[src/acc_pkg.sv]
package acc_pkg;
  localparam int ADDR_W = 8;
  localparam int DATA_W = 16;
  localparam int NUM_CHAN = 4;
  localparam int NUM_SETUP = 4;
  localparam logic [7:0] CHAN_BASE_ADDR = 8'h10;
  localparam logic [7:0] CHAN_LAST_ADDR = 8'h13;
  localparam logic [7:0] SEQ_STATUS_ADDR = 8'h30;
  localparam logic [7:0] SEQ_CTRL_ADDR = 8'h31;
  localparam int ENABLE_POS = 15;
  localparam int RSVD_HI_POS = 14;
  localparam int SETUP_LSB = 12;
  localparam int RSVD_LO_LSB = 10;
  localparam int POS_LSB = 5;
  localparam int NEG_LSB = 0;
  localparam logic [15:0] CHAN_ZERO_RESET = 16'h8001;
  localparam logic [15:0] CHAN_OTHER_RESET = 16'h0001;
  localparam logic [15:0] WRITABLE_MASK = 16'hb3ff;
  localparam logic [4:0] INPUT_CODE_LAST = 5'h04;
  localparam logic [4:0] INPUT_CODE_TEMP_P = 5'h11;
  localparam logic [4:0] INPUT_CODE_REF_N = 5'h16;
  localparam logic [15:0] DWELL_DEFAULT = 16'h0010;

  typedef struct packed {
    logic enable;
    logic rsvd_hi;
    logic [1:0] setup_choice;
    logic [1:0] rsvd_lo;
    logic [4:0] positive_choice;
    logic [4:0] negative_choice;
  } acc_chan_word_t;

  typedef struct packed {
    logic [1:0] channel;
    logic [1:0] setup;
    logic [4:0] positive;
    logic [4:0] negative;
    logic pos_valid;
    logic neg_valid;
  } acc_route_t;
endpackage

[src/acc_channel_config.sv]
// The plain strobed port and the address map were left to the implementer.
`timescale 1ns/1ps
module acc_channel_config #(
  parameter int NCH = acc_pkg::NUM_CHAN,
  parameter logic [15:0] DWELL_CYCLES = acc_pkg::DWELL_DEFAULT
) (
  input wire logic clock,
  input wire logic reset_n,
  input wire logic [7:0] addr,
  input wire logic [15:0] wr_data,
  input wire logic wr_strobe,
  input wire logic rd_strobe,
  output logic [15:0] rd_data,
  output logic rd_error,
  output acc_pkg::acc_route_t route,
  output logic [3:0] setup_onehot,
  output logic conv_start,
  output logic active
);
  typedef enum logic [2:0] {
    ACC_IDLE = 3'b001,
    ACC_DWELL = 3'b010,
    ACC_STEP = 3'b100
  } acc_state_t;

  function automatic logic code_valid(input logic [4:0] code);
    code_valid = (code <= acc_pkg::INPUT_CODE_LAST) ||
                 (code >= acc_pkg::INPUT_CODE_TEMP_P && code <= acc_pkg::INPUT_CODE_REF_N);
  endfunction

  function automatic logic [3:0] setup_decode(input logic [1:0] sel);
    setup_decode = 4'h1 << sel;
  endfunction

  acc_pkg::acc_chan_word_t chan_ff [NCH];
  logic [15:0] rd_data_ff;
  logic rd_error_ff;
  logic [1:0] route_channel_ff;
  logic [1:0] route_setup_ff;
  logic [4:0] route_positive_ff;
  logic [4:0] route_negative_ff;
  logic route_pos_ok_ff;
  logic route_neg_ok_ff;
  logic [3:0] setup_onehot_ff;
  logic conv_start_ff;
  logic active_ff;
  acc_state_t state_ff;
  acc_state_t nxt_state;
  logic [1:0] cur_ff;
  logic [1:0] nxt_cur;
  logic [15:0] dwell_ff;
  logic [15:0] nxt_dwell;
  logic [15:0] nxt_rd_data;
  logic nxt_rd_error;

  wire logic in_chan_range = (addr >= acc_pkg::CHAN_BASE_ADDR) && (addr <= acc_pkg::CHAN_LAST_ADDR);
  wire logic [1:0] chan_index = 2'(addr - acc_pkg::CHAN_BASE_ADDR);
  wire logic wr_chan = wr_strobe && in_chan_range;
  wire logic [NCH-1:0] enables;
  wire logic [1:0] pick_next;
  wire logic any_en;
  wire logic [1:0] cur_setup = chan_ff[cur_ff].setup_choice;

  genvar gi;
  generate
    for (gi = 0; gi < NCH; gi++) begin : g_chan
      localparam logic [15:0] RST = (gi == 0) ? acc_pkg::CHAN_ZERO_RESET : acc_pkg::CHAN_OTHER_RESET;
      assign enables[gi] = chan_ff[gi].enable;
      always_ff @(posedge clock or negedge reset_n) begin
        if (!reset_n) begin
          chan_ff[gi] <= RST;
        end else if (wr_chan && chan_index == 2'(gi)) begin
          // reserved bits masked so they always read zero; any code is stored
          chan_ff[gi] <= wr_data & acc_pkg::WRITABLE_MASK;
        end
      end
    end
  endgenerate

  acc_seq_picker #(
    .NCH(NCH)
  ) u_picker (
    .enables(enables),
    .current(cur_ff),
    .next_chan(pick_next),
    .any_enabled(any_en)
  );

  // read decode: exactly one class of address per read strobe
  wire logic rd_chan = rd_strobe && in_chan_range;
  wire logic rd_status = rd_strobe && (addr == acc_pkg::SEQ_STATUS_ADDR);
  wire logic rd_ctrl = rd_strobe && (addr == acc_pkg::SEQ_CTRL_ADDR);
  wire logic rd_miss = rd_strobe && !rd_chan && !rd_status && !rd_ctrl;
  wire logic [15:0] chan_word = chan_ff[chan_index];
  wire logic [15:0] status_word = {10'h000, active_ff, route_pos_ok_ff, route_neg_ok_ff, 1'b0, cur_ff};

  // register read path, data one cycle after the strobe
  always_comb begin
    nxt_rd_data = 16'h0000;
    nxt_rd_error = 1'b0;
    if (rd_chan) begin
      nxt_rd_data = chan_word;
    end else if (rd_status) begin
      nxt_rd_data = status_word;
    end else if (rd_ctrl) begin
      nxt_rd_data = dwell_ff;
    end else if (rd_miss) begin
      nxt_rd_error = 1'b1;
    end
  end

  // sequencer: dwell on each enabled channel, then step to the next one
  always_comb begin
    nxt_state = state_ff;
    nxt_cur = cur_ff;
    nxt_dwell = dwell_ff;
    case (state_ff)
      ACC_IDLE: begin
        if (any_en) begin
          nxt_cur = enables[cur_ff] ? cur_ff : pick_next;
          nxt_dwell = DWELL_CYCLES;
          nxt_state = ACC_DWELL;
        end
      end
      ACC_DWELL: begin
        if (!any_en) begin
          nxt_state = ACC_IDLE;
        end else if (!enables[cur_ff]) begin
          nxt_state = ACC_STEP; // channel disabled mid-dwell, move on
        end else if (dwell_ff <= 16'h0001) begin
          nxt_state = ACC_STEP;
        end else begin
          nxt_dwell = dwell_ff - 16'h0001;
        end
      end
      ACC_STEP: begin
        // single enabled channel simply repeats itself
        nxt_cur = pick_next;
        nxt_dwell = DWELL_CYCLES;
        nxt_state = any_en ? ACC_DWELL : ACC_IDLE;
      end
      default: begin
        nxt_state = ACC_IDLE;
      end
    endcase
  end

  wire logic starting = (nxt_state == ACC_DWELL) && (state_ff != ACC_DWELL);
  wire logic seq_ctrl_wr = wr_strobe && (addr == acc_pkg::SEQ_CTRL_ADDR);
  wire logic dwelling = (state_ff == ACC_DWELL);
  // a host write to the dwell register overrides the live count
  wire logic [15:0] dwell_load = seq_ctrl_wr ? wr_data : nxt_dwell;
  wire acc_pkg::acc_chan_word_t cur_word = chan_ff[cur_ff];
  wire logic [4:0] cur_positive = cur_word.positive_choice;
  wire logic [4:0] cur_negative = cur_word.negative_choice;
  wire logic cur_pos_ok = code_valid(cur_positive);
  wire logic cur_neg_ok = code_valid(cur_negative);
  // setup choice picks the bundle of four registers
  wire logic [3:0] setup_pick = dwelling ? setup_decode(cur_setup) : 4'h0;

  always_ff @(posedge clock or negedge reset_n) begin
    if (!reset_n) begin
      state_ff <= ACC_IDLE;
    end else begin
      state_ff <= nxt_state;
    end
  end

  always_ff @(posedge clock or negedge reset_n) begin
    if (!reset_n) begin
      cur_ff <= 2'h0;
    end else begin
      cur_ff <= nxt_cur;
    end
  end

  always_ff @(posedge clock or negedge reset_n) begin
    if (!reset_n) begin
      dwell_ff <= 16'h0000;
    end else begin
      dwell_ff <= dwell_load;
    end
  end

  always_ff @(posedge clock or negedge reset_n) begin
    if (!reset_n) begin
      rd_data_ff <= 16'h0000;
    end else begin
      rd_data_ff <= nxt_rd_data;
    end
  end

  always_ff @(posedge clock or negedge reset_n) begin
    if (!reset_n) begin
      rd_error_ff <= 1'b0;
    end else begin
      rd_error_ff <= nxt_rd_error;
    end
  end

  // routing of the channel in use, one cycle behind the current channel
  always_ff @(posedge clock or negedge reset_n) begin
    if (!reset_n) begin
      route_channel_ff <= 2'h0;
    end else begin
      route_channel_ff <= cur_ff;
    end
  end

  always_ff @(posedge clock or negedge reset_n) begin
    if (!reset_n) begin
      route_setup_ff <= 2'h0;
    end else begin
      route_setup_ff <= cur_setup;
    end
  end

  always_ff @(posedge clock or negedge reset_n) begin
    if (!reset_n) begin
      route_positive_ff <= 5'h00;
    end else begin
      route_positive_ff <= cur_positive;
    end
  end

  always_ff @(posedge clock or negedge reset_n) begin
    if (!reset_n) begin
      route_negative_ff <= 5'h00;
    end else begin
      route_negative_ff <= cur_negative;
    end
  end

  always_ff @(posedge clock or negedge reset_n) begin
    if (!reset_n) begin
      route_pos_ok_ff <= 1'b0;
    end else begin
      route_pos_ok_ff <= cur_pos_ok;
    end
  end

  always_ff @(posedge clock or negedge reset_n) begin
    if (!reset_n) begin
      route_neg_ok_ff <= 1'b0;
    end else begin
      route_neg_ok_ff <= cur_neg_ok;
    end
  end

  always_ff @(posedge clock or negedge reset_n) begin
    if (!reset_n) begin
      setup_onehot_ff <= 4'h0;
    end else begin
      setup_onehot_ff <= setup_pick;
    end
  end

  always_ff @(posedge clock or negedge reset_n) begin
    if (!reset_n) begin
      conv_start_ff <= 1'b0;
    end else begin
      conv_start_ff <= starting;
    end
  end

  always_ff @(posedge clock or negedge reset_n) begin
    if (!reset_n) begin
      active_ff <= 1'b0;
    end else begin
      active_ff <= dwelling;
    end
  end

  assign rd_data = rd_data_ff;
  assign rd_error = rd_error_ff;
  assign route = {route_channel_ff, route_setup_ff, route_positive_ff, route_negative_ff, route_pos_ok_ff,
                  route_neg_ok_ff};
  assign setup_onehot = setup_onehot_ff;
  assign conv_start = conv_start_ff;
  assign active = active_ff;
endmodule

[src/acc_seq_picker.sv]
`timescale 1ns/1ps
module acc_seq_picker #(
  parameter int NCH = 4
) (
  input wire logic [NCH-1:0] enables,
  input wire logic [1:0] current,
  output logic [1:0] next_chan,
  output logic any_enabled
);
  // round robin: first enabled channel after current, wrapping
  logic [1:0] pick;
  logic found;
  always_comb begin
    pick = current;
    found = 1'b0;
    for (int k = 1; k <= NCH; k++) begin
      if (!found && enables[2'(current + 2'(k))]) begin
        pick = 2'(current + 2'(k));
        found = 1'b1;
      end
    end
  end
  assign next_chan = pick;
  assign any_enabled = |enables;
endmodule
[config.mk]
export PLATFORM = sky130hd
export DESIGN_NAME = acc_channel_config
export DESIGN_NICKNAME = d
export VERILOG_FILES = /design/src/acc_pkg.sv /design/src/acc_channel_config.sv /design/src/acc_seq_picker.sv
export SDC_FILE = /design/constraint.sdc
export NUM_CORES = 1
export LEC_CHECK = 0
export BUFFER_PORTS_ARGS = -buffer_cell sky130_fd_sc_hd__buf_4
export CORE_ASPECT_RATIO = 0.6
export CORE_MARGIN = 10
export CORE_UTILIZATION = 48
export DETAILED_ROUTE_END_ITERATION = 10
export PLACE_DENSITY = 0.78
export SKIP_LAST_GASP = 1
export SYNTH_ARGS = -nofsm -noshare
export SYNTH_HDL_FRONTEND = slang
export SYNTH_SLANG_ARGS = --single-unit
export TNS_END_PERCENT = 50
[constraint.sdc]
create_clock -name clock -period 2.03 [get_ports clock]
set_input_delay 0.1015 -clock clock [delete_from_list [all_inputs] [get_ports clock]]
set_output_delay 0.1015 -clock clock [all_outputs]
set_load 0.02 [all_outputs]
==> out/metrics.csv, run 1 <==
stage,metric,value,unit
floorplan,core_area,10700,um2
global_routing,first_global_vias,4193,
logic_synthesis,synth_edf_count,0,
placed_design,portBuffers,66,
cts,clock_sinks,112,
sta,drv_slew,0,
critical_path,critPathRequiredTime,2.26,ns
logic_synthesis,async_flop_share,100,%
hold_path,hold_end,rd_error$_DFF_PN0_,
logic_synthesis,synthXorXnorAreaFrac,0.326,%
cts,cts_tree,yes,
logic_synthesis,synth-seq-area-share,52.2,%
global_routing,grt_pass1_wl,22400,um
placed_design,dp_cells,642,
sta,slew_headroom,62.9,%
cells_and_area,fin_cells,661,
route,via_per_inst,5.93,
logic_synthesis,synthSimpleGateAreaFrac,10.4,%
pwr,p_per_area,853,nW/um2
logic_synthesis,synth_fp_nets,446,
floorplan,start_util,50.1,%
cts,cts_buffer_depth,2,
cells_and_area,final_cell_mix,"buf_4, dfrtp_1, mux2_2",
critical_path,worstSetupPathType,reg2reg,
critical_path,cp_data_arrival_time,2.18,ns
logic_synthesis,synth_top_family_by_area,multiplexers,
floorplan,die_h,102,um
critical_path,r2r_slack,0.08,ns
sta,finalCritPeriodShare,96.1,%
sta,hold_viol,0,
sta,fmax,513,MHz
logic_synthesis,synth_cell_types,56,
critical_path,r2r_cells,7,
sta,rsz0062_at_grt,true,
placed_design,gp_congestion,0.921,
cells_and_area,fillers,833,
placed_design,dp_hpwl,10000,um
critical_path,start_kind,flip-flop,
sta,clock-skew-final,0.00525,ns
logic_synthesis,synth_top_flop_cell,dfrtp_1,
route,vias,3917,
pwr,total_power,5.73,mW
critical_path,r2r_end,dwell_ff[7]$_DFFE_PN0P_,
outcome,status,"complete, no violations",
cts,root_buffer,clkbuf_16,
sta,worst_pin_slew,0.554,ns
hold_path,whs_path_depth,2,
route,first_pass_iters,5,
cells_and_area,antennaDiodeCount,0,
pwr,vdd_drop_max,0.493,mV
logic_synthesis,syn-cell-area,5380,um2
global_routing,grt_max_degree,62,
critical_path,startpoint,chan_ff[63]$_DFFE_PN1P_,
sta,layout_setup_ws,0.0791,ns
route,drc,0,
logic_synthesis,synth-seq-cells,112,
cells_and_area,final_common_cell,buf_4,
logic_synthesis,synth_compound_area_share,9.79,%
cells_and_area,drive_gt1_share,44.4,%
cells_and_area,area_growth,24.8,%
cts,clk_pin_slew,0.07,ns
logic_synthesis,synthCells,416,
floorplan,chipWidth,157,um
logic_synthesis,synth_mux_area_share,22.9,%
sta,final-setup-viol-count,0,
critical_path,r2r-start,chan_ff[63]$_DFFE_PN1P_,
cells_and_area,nets,547,
logic_synthesis,avgSynthCellArea,12.9,um2
sta,min_period,1.95,ns
pwr,p_leak,3.15,nW
critical_path,crit_path_end_kind,flip-flop,
route,ant_nets,0,
route,wl_per_cell,20.9,um
run,drv_cap,0,
logic_synthesis,yosysWarnings,0,
global_routing,grt_antenna_before_repair,0,
global_routing,track_usage,17.9,%
global_routing,grt-ovfl-total,0,
hold_path,hold_start,rd_strobe,
route,routed_wl,13800,um
cts,h-tree-depth,3,
cts,clkLatencyLatePin,0.35,ns
critical_path,path_max_fanout,8,
sta,holdWs,0.0156,ns
placed_design,pre_cts_slack,-0.0623,ns
route,drt-initial-drc-count,347,
cts,cts_buffers,9,
floorplan,fp.dieArea,16000,um2
logic_synthesis,synthAdderAreaFrac,0.837,%
floorplan,ios,67,
hold_path,holdCritPathClass,in2reg,
floorplan,rows,29,
worst max-delay path by stage:
stage / end / slack (ns)
detailed placement: chan_ff[35]$_DFFE_PN0P_ / -0.06
global route: dwell_ff[9]$_DFFE_PN0P_ / -0.06
CTS: dwell_ff[9]$_DFFE_PN0P_ / 0.02
finish: dwell_ff[7]$_DFFE_PN0P_ / 0.08
floorplan: cur_ff[0]$_DFFE_PN0P_ / 0.02
global placement: chan_ff[34]$_DFFE_PN0P_ / 0.006
worst max-delay path, cell delays in order (launching register included):
cell and delay (ns):
dfstp_2 0.62, mux4_2 0.30, buf_4 0.14, o31ai_4 0.07, buf_2 0.17, o31a_1 0.29, o21ai_0 0.14, o21ai_0 0.11
cell usage after synthesis (3+ instances only):
| library cell | number | share of area (%) |
|---|---|---|
| a211oi_1 | 5 | 0.70 |
| a21oi_1 | 14 | 1.3 |
| a22o_1 | 8 | 1.3 |
| a22oi_1 | 6 | 0.84 |
| and2_1 | 3 | 0.35 |
| buf_2 | 11 | 1.0 |
| buf_4 | 4 | 0.56 |
| clkbuf_1 | 9 | 0.63 |
| dfrtp_1 | 106 | 49 |
| dfstp_2 | 6 | 2.9 |
| inv_1 | 11 | 0.77 |
| mux2_2 | 43 | 9.0 |
| mux2_4 | 10 | 2.8 |
| mux4_2 | 26 | 11 |
| nand2_1 | 23 | 1.6 |
| nand2b_1 | 5 | 0.58 |
| nand3_1 | 5 | 0.47 |
| nor2_1 | 19 | 1.3 |
| nor3_1 | 15 | 1.4 |
| nor4_1 | 16 | 1.9 |
| o21ai_0 | 16 | 1.5 |
| o21ai_1 | 3 | 0.28 |
| o22ai_1 | 3 | 0.35 |
| o2bb2ai_1 | 5 | 0.81 |
| or4_1 | 3 | 0.42 |
kinds of logic (layout without fill, tap and decap cells):
| logic type | Yosys count | count (layout) |
|---|---|---|
| multiplexers | 80 | 80 |
| adder cells (fa/ha/maj) | 4 | 4 |
| flip-flops | 112 | 112 |
| buffers and inverters | 39 | 145 |
| XOR/XNOR | 2 | 2 |
| AND/OR/NAND/NOR | 102 | 102 |
| AO/OA/AOI/OAI | 77 | 77 |
registers in the layout, summed over array words and instances, names as in the netlist:
signal,cells
state_ff,3
route_pos_ok_ff,1
route_positive_ff,5
active,1
route_neg_ok_ff,1
route_setup_ff,2
chan_ff,52
route_channel_ff,2
conv_start,1
setup_onehot,4
dwell_ff,16
cur_ff,2
rd_error,1
rd_data,16
route_negative_ff,5
stage by stage:
stage | utilization (%) | TNS (ns) | area (um2)
floorplan | - | 0 | 5390
global placement | 59.0 | 0 | 6340
detailed placement | 59.0 | -0.849 | 6340
CTS | 62.0 | 0 | 6660
global route | 62.5 | -0.283 | 6710
finish | 62.5 | 0 | 6710
per-layer routing:
metal / global-route usage, % / vias to the layer above / part of all wire (%)
li1: - / 1773 / -
met1: 23.4 / 1994 / 44
met2: 28.3 / 130 / 47
met3: 5.20 / 20 / 7.2
met4: 5.49 / 0 / 1.4
met5: 0 / - / 0
power breakdown:
part | switching (mW) | internal, mW
combinational | 0.757 | 0.620
sequential | 0.136 | 2.41
clock | 0.809 | 0.995
layout make-up:
type                            count  area (um2)  share of cell area (%)
Clock inverter                      6        65.1                   0.969
Inverter                           11        41.3                   0.615
Sequential cell                   112        2810                    41.9
Clock buffer                       10         239                    3.56
Tap cell                          139         174                    2.59
Multi-Input combinational cell    265        2430                    36.2
Timing Repair Buffer              118         956                    14.2
repair_timing:
action                                  CTS  global route
cloned                                    0             1
hold buffers                              1             0
endpoints found under the setup margin    1            19
hold endpoints to repair                106             0
setup buffers                             0             1
resized for setup                         1            10
pin swaps                                 0             3
(Power assumes the default switching activity.)
==> run 2, diff against run 1 <==
==> constraint.sdc (replaced) <==
create_clock -name clock -period 2.03 [get_ports clock]
set_input_delay 0.406 -clock clock [delete_from_list [all_inputs] [get_ports clock]]
set_output_delay 0.406 -clock clock [all_outputs]
set_load 0.02 [all_outputs]
==> run 2 against run 1 <==
First-iteration DRC count decreased by 11%; die area stayed put; sequential power hardly changed; sequential share of layout area is 0.75 points lower; non-clock buffer count up 15; hold slack lost 0.013 ns; register-to-register slack is essentially flat; cell area is 1.9% higher; routed wire length up 2.7%; flip-flop and latch count did not move; largest power group unchanged.
==> out/metrics.csv, run 2 (same netlist as run 1, synthesis figures left out) <==
stage,metric,value,unit
sta,final-setup-viol-count,0,
cells_and_area,final_common_cell,buf_4,
critical_path,r2r_cells,6,
critical_path,critPathCapture,chan_ff[39]$_DFFE_PN0P_,
critical_path,start_kind,input port,
cells_and_area,antennaDiodeCount,0,
outcome,status,"complete, no violations",
cts,cts_buffer_depth,2,
sta,clock-skew-final,0.00684,ns
cells_and_area,final_cell_mix,"buf_4, dfrtp_1, mux2_2",
sta,fmax,495,MHz
placed_design,pre_cts_slack,-0.377,ns
critical_path,path_max_fanout,5,
pwr,p_leak,3.23,nW
run,drv_cap,0,
route,drt-initial-drc-count,310,
placed_design,dp_cells,658,
global_routing,grt_pass1_wl,22900,um
critical_path,r2r_end,dwell_ff[4]$_DFFE_PN0P_,
floorplan,rows,29,
placed_design,portBuffers,66,
cells_and_area,nets,562,
sta,rsz0062_at_grt,true,
global_routing,track_usage,18.3,%
cts,cts_buffers,9,
route,wl_per_cell,20.9,um
cells_and_area,fillers,829,
floorplan,chipWidth,157,um
cts,cts_tree,yes,
sta,hold_viol,0,
cells_and_area,final_util,63.7,%
floorplan,core_area,10700,um2
critical_path,crit_path_end_kind,flip-flop,
cells_and_area,top_register,chan_ff,
sta,layout_setup_ws,0.0101,ns
global_routing,grt-ovfl-total,0,
cells_and_area,fin_cells,676,
floorplan,die_h,102,um
pwr,p_per_area,865,nW/um2
global_routing,grt_antenna_before_repair,0,
critical_path,critPathRequiredTime,2.26,ns
critical_path,worstSetupPathType,in2reg,
global_routing,grt_max_degree,45,
cts,clkLatencyLatePin,0.35,ns
floorplan,start_util,50.1,%
cts,clk_pin_slew,0.08,ns
hold_path,holdCritPathClass,in2async,
route,first_pass_iters,5,
sta,min_period,2.02,ns
floorplan,ios,67,
placed_design,dp_hpwl,10300,um
route,drc,0,
cts,clock_sinks,112,
critical_path,r2r-start,dwell_ff[6]$_DFFE_PN0P_,
route,routed_wl,14200,um
sta,holdWs,0.00232,ns
cts,root_buffer,clkbuf_16,
pwr,vdd_drop_max,0.636,mV
route,ant_nets,0,
critical_path,startpoint,addr[3],
cells_and_area,drive_gt1_share,46.6,%
sta,slew_headroom,62.6,%
sta,drv_slew,0,
placed_design,gp_congestion,0.952,
route,vias,4063,
critical_path,r2r_slack,0.07,ns
floorplan,fp.dieArea,16000,um2
global_routing,first_global_vias,4247,
cells_and_area,area_growth,27.1,%
cts,h-tree-depth,3,
route,via_per_inst,6.01,
sta,worst_pin_slew,0.559,ns
critical_path,cp_data_arrival_time,2.25,ns
sta,finalCritPeriodShare,99.5,%
cells_and_area,largest_reg_flops,52,
-- run 2: cell count changes in the layout (fill, tap and decap cells not counted), sizes merged --
cell / previous run / this run
clkinvlp: 1 / 0
dlygate4sd3: 1 / 0
inv: 13 / 12
buf: 117 / 133
bufinv: 1 / 2
clkinv: 2 / 3
-- run 2: worst min path at each step --
| stage | from | to | slack, ns | cells after the start |
|---|---|---|---|---|
| 2_1_floorplan | reset_n | active$_DFF_PN0_ | 0.11 | 0 |
| 3_3_place_gp | reset_n | chan_ff[39]$_DFFE_PN0P_ | 0.38 | 1 |
| 3_5_place_dp | reset_n | chan_ff[38]$_DFFE_PN0P_ | 0.38 | 1 |
| 4_1_cts | reset_n | rd_data[3]$_DFF_PN0_ | 0.008 | 1 |
| 5_1_grt | reset_n | rd_data[1]$_DFF_PN0_ | 0.03 | 1 |
| 6_report | reset_n | rd_data[3]$_DFF_PN0_ | 0.002 | 1 |
-- run 2: area by class of cell --
type,instances,area [um2],share of cell area (%)
Inverter,11,41.3,0.604
Sequential cell,112,2810,41.1
Clock inverter,6,91.3,1.34
Multi-Input combinational cell,265,2430,35.6
Clock buffer,10,229,3.35
Timing Repair Buffer,133,1060,15.4
Tap cell,139,174,2.54
-- run 2: per-layer routing --
| metal | GRT usage, % | part of all wire (%) |
|---|---|---|
| met2 | 29.6 | 47 |
| met1 | 24.4 | 46 |
| met5 | 0 | 0 |
| met4 | 4.91 | 0.93 |
| met3 | 4.40 | 6.4 |
-- run 2: critical path, cell delays in order --
cell and delay, ns:
buf_4 0.11, or4b_4 0.58, nor4_1 0.22, buf_4 0.17, nand2_1 0.06, nor2_2 0.16
buf_4 0.19, mux2_2 0.34
-- run 2: repair_timing --
item	4_1_cts	5_1_grt
setup endpoints to repair	25	48
pin swaps	0	1
hold buffers	0	0
buffers inserted	1	1
gates resized for setup	5	13
-- run 2: through the flow --
step,setup TNS [ns],total power [mW],area (um2)
4_1_cts,-0.276,5.87,6780
3_3_place_gp,-16.79,3.89,6430
2_1_floorplan,-7.82,3.34,5380
3_5_place_dp,-20.43,3.94,6430
5_1_grt,-0.707,6.18,6840
6_report,0,5.92,6840
-- run 2: power breakdown --
group          leakage, nW  switching (mW)  internal (mW)
sequential            1.50           0.125           2.41
clock                0.157           0.818           1.09
combinational         1.57           0.800          0.673
total                 3.23            1.74           4.17
==> run 3, diff against run 2 <==
- GPL_TIMING_DRIVEN: default -> 0
==> run 3 against run 2 <==
The flow now finishes with violations (hold timing, setup timing); hold slack got worse by 0.039 ns; global-route usage increased by 1.5 points; total power is 2.9% higher; clock power grew 5%; clock-buffer cell count stayed put; combinational power about the same; register-to-register slack lost 0.03 ns; final cell count down 1.9%; critical path depth shrank 1.
==> out/metrics.csv, run 3 (same netlist as run 1, synthesis figures left out) <==
stage,metric,value,unit
sta,min_period,2.07,ns
outcome,status,finished with violations,
route,drc,0,
placed_design,portBuffers,66,
sta,totalNegativeSetupSlack,-0.310,ns
critical_path,worstSetupPathType,in2reg,
cells_and_area,largest_reg_flops,52,
sta,fmax,482,MHz
critical_path,r2r_cells,5,
cells_and_area,antennaDiodeCount,0,
floorplan,die_h,102,um
cells_and_area,final_common_cell,dfrtp_1,
cells_and_area,final_area,7010,um2
placed_design,pre_cts_slack,-0.873,ns
route,drt-initial-drc-count,462,
critical_path,r2r_end,dwell_ff[11]$_DFFE_PN0P_,
placed_design,gp_congestion,0.926,
critical_path,r2r_slack,0.04,ns
global_routing,track_usage,19.8,%
sta,layout_setup_ws,-0.0434,ns
critical_path,r2r-start,dwell_ff[2]$_DFFE_PN0P_,
critical_path,critPathRequiredTime,2.28,ns
cells_and_area,nets,549,
critical_path,start_kind,input port,
sta,holdWs,-0.0371,ns
placed_design,dp_hpwl,10600,um
sta,final-setup-viol-count,11,
cells_and_area,top_register,chan_ff,
cts,clock_sinks,112,
floorplan,chipWidth,157,um
cells_and_area,fin_cells,663,
outcome,violations,"hold timing, setup timing",
pwr,p_leak,3.22,nW
critical_path,cp_data_arrival_time,2.32,ns
floorplan,start_util,50.1,%
floorplan,rows,29,
cts,cts_buffers,9,
floorplan,ios,67,
global_routing,grt_antenna_before_repair,0,
critical_path,path_max_fanout,5,
route,vias,4170,
sta,worst_pin_slew,0.766,ns
floorplan,core_area,10700,um2
pwr,vdd_drop_max,0.659,mV
cells_and_area,final_util,65.3,%
cells_and_area,area_growth,30.3,%
sta,hold_viol,48,
route,first_pass_iters,5,
global_routing,grt_max_degree,113,
route,via_per_inst,6.29,
cts,root_buffer,clkbuf_16,
route,routed_wl,15700,um
pwr,p_per_area,868,nW/um2
global_routing,first_global_vias,4260,
cts,h-tree-depth,3,
sta,drv_slew,0,
sta,finalCritPeriodShare,102,%
sta,clock-skew-final,0.00680,ns
cts,clkLatencyLatePin,0.36,ns
cells_and_area,final_cell_mix,"dfrtp_1, buf_4, mux2_2",
route,ant_nets,0,
route,wl_per_cell,23.7,um
run,drv_cap,0,
cts,cts_buffer_depth,2,
placed_design,placed_area,6050,um2
global_routing,grt-ovfl-total,0,
cells_and_area,fillers,806,
cells_and_area,drive_gt1_share,51.5,%
sta,slew_headroom,48.9,%
floorplan,fp.dieArea,16000,um2
sta,rsz0062_at_grt,true,
cts,clk_pin_slew,0.07,ns
critical_path,crit_path_end_kind,flip-flop,
hold_path,holdCritPathClass,in2async,
placed_design,dp_cells,621,
cts,cts_tree,yes,
pwr,total_power,6.09,mW
global_routing,grt_pass1_wl,24300,um
run 3: critical path, cell delays in order:
cell and delay [ns]:
buf_4 0.11, or4b_4 0.57, nor2_4 0.15, nand2_2 0.08, or4_4 0.50, clkbuf_16 0.21, mux2_4 0.29
run 3: layer usage:
metal  GRT usage (%)  wire length, um
met1            25.4             6620
met2            31.2             7330
met3            6.80             1450
met4            6.14              350
met5               0                0
run 3: timing repair:
action | 4_1_cts | 5_1_grt
hold buffers | 0 | 0
pin swaps | 9 | 13
gates cloned | 0 | 2
setup buffers | 17 | 13
setup endpoints to repair | 92 | 56
resized for setup | 62 | 39
run 3: worst max-delay path by stage:
stage,start,to,depth (start not counted)
3_5_place_dp,addr[0],chan_ff[2]$_DFFE_PN0P_,6
4_1_cts,addr[7],chan_ff[55]$_DFFE_PN0P_,8
2_1_floorplan,addr[3],chan_ff[51]$_DFFE_PN0P_,7
5_1_grt,addr[1],rd_data[4]$_DFF_PN0_,6
3_3_place_gp,addr[0],chan_ff[12]$_DFFE_PN0P_,6
6_report,addr[2],chan_ff[57]$_DFFE_PN0P_,7
run 3: power breakdown:
group          internal (mW)  switching, mW  total [mW]  leakage (nW)
Clock                   1.14          0.867        2.01         0.163
Sequential              2.41          0.201        2.61          1.49
Combinational          0.651          0.817        1.47          1.57
run 3: area by class of cell:
type,instances,area (um2),share of cell area [%]
sequential,112,2820,40.2
buffer,21,196,2.80
tap,139,174,2.48
timing repair buffer,99,817,11.7
clock inverter,6,98.8,1.41
clock buffer,10,239,3.41
inverter,11,43.8,0.624
multi-input combinational,265,2630,37.4
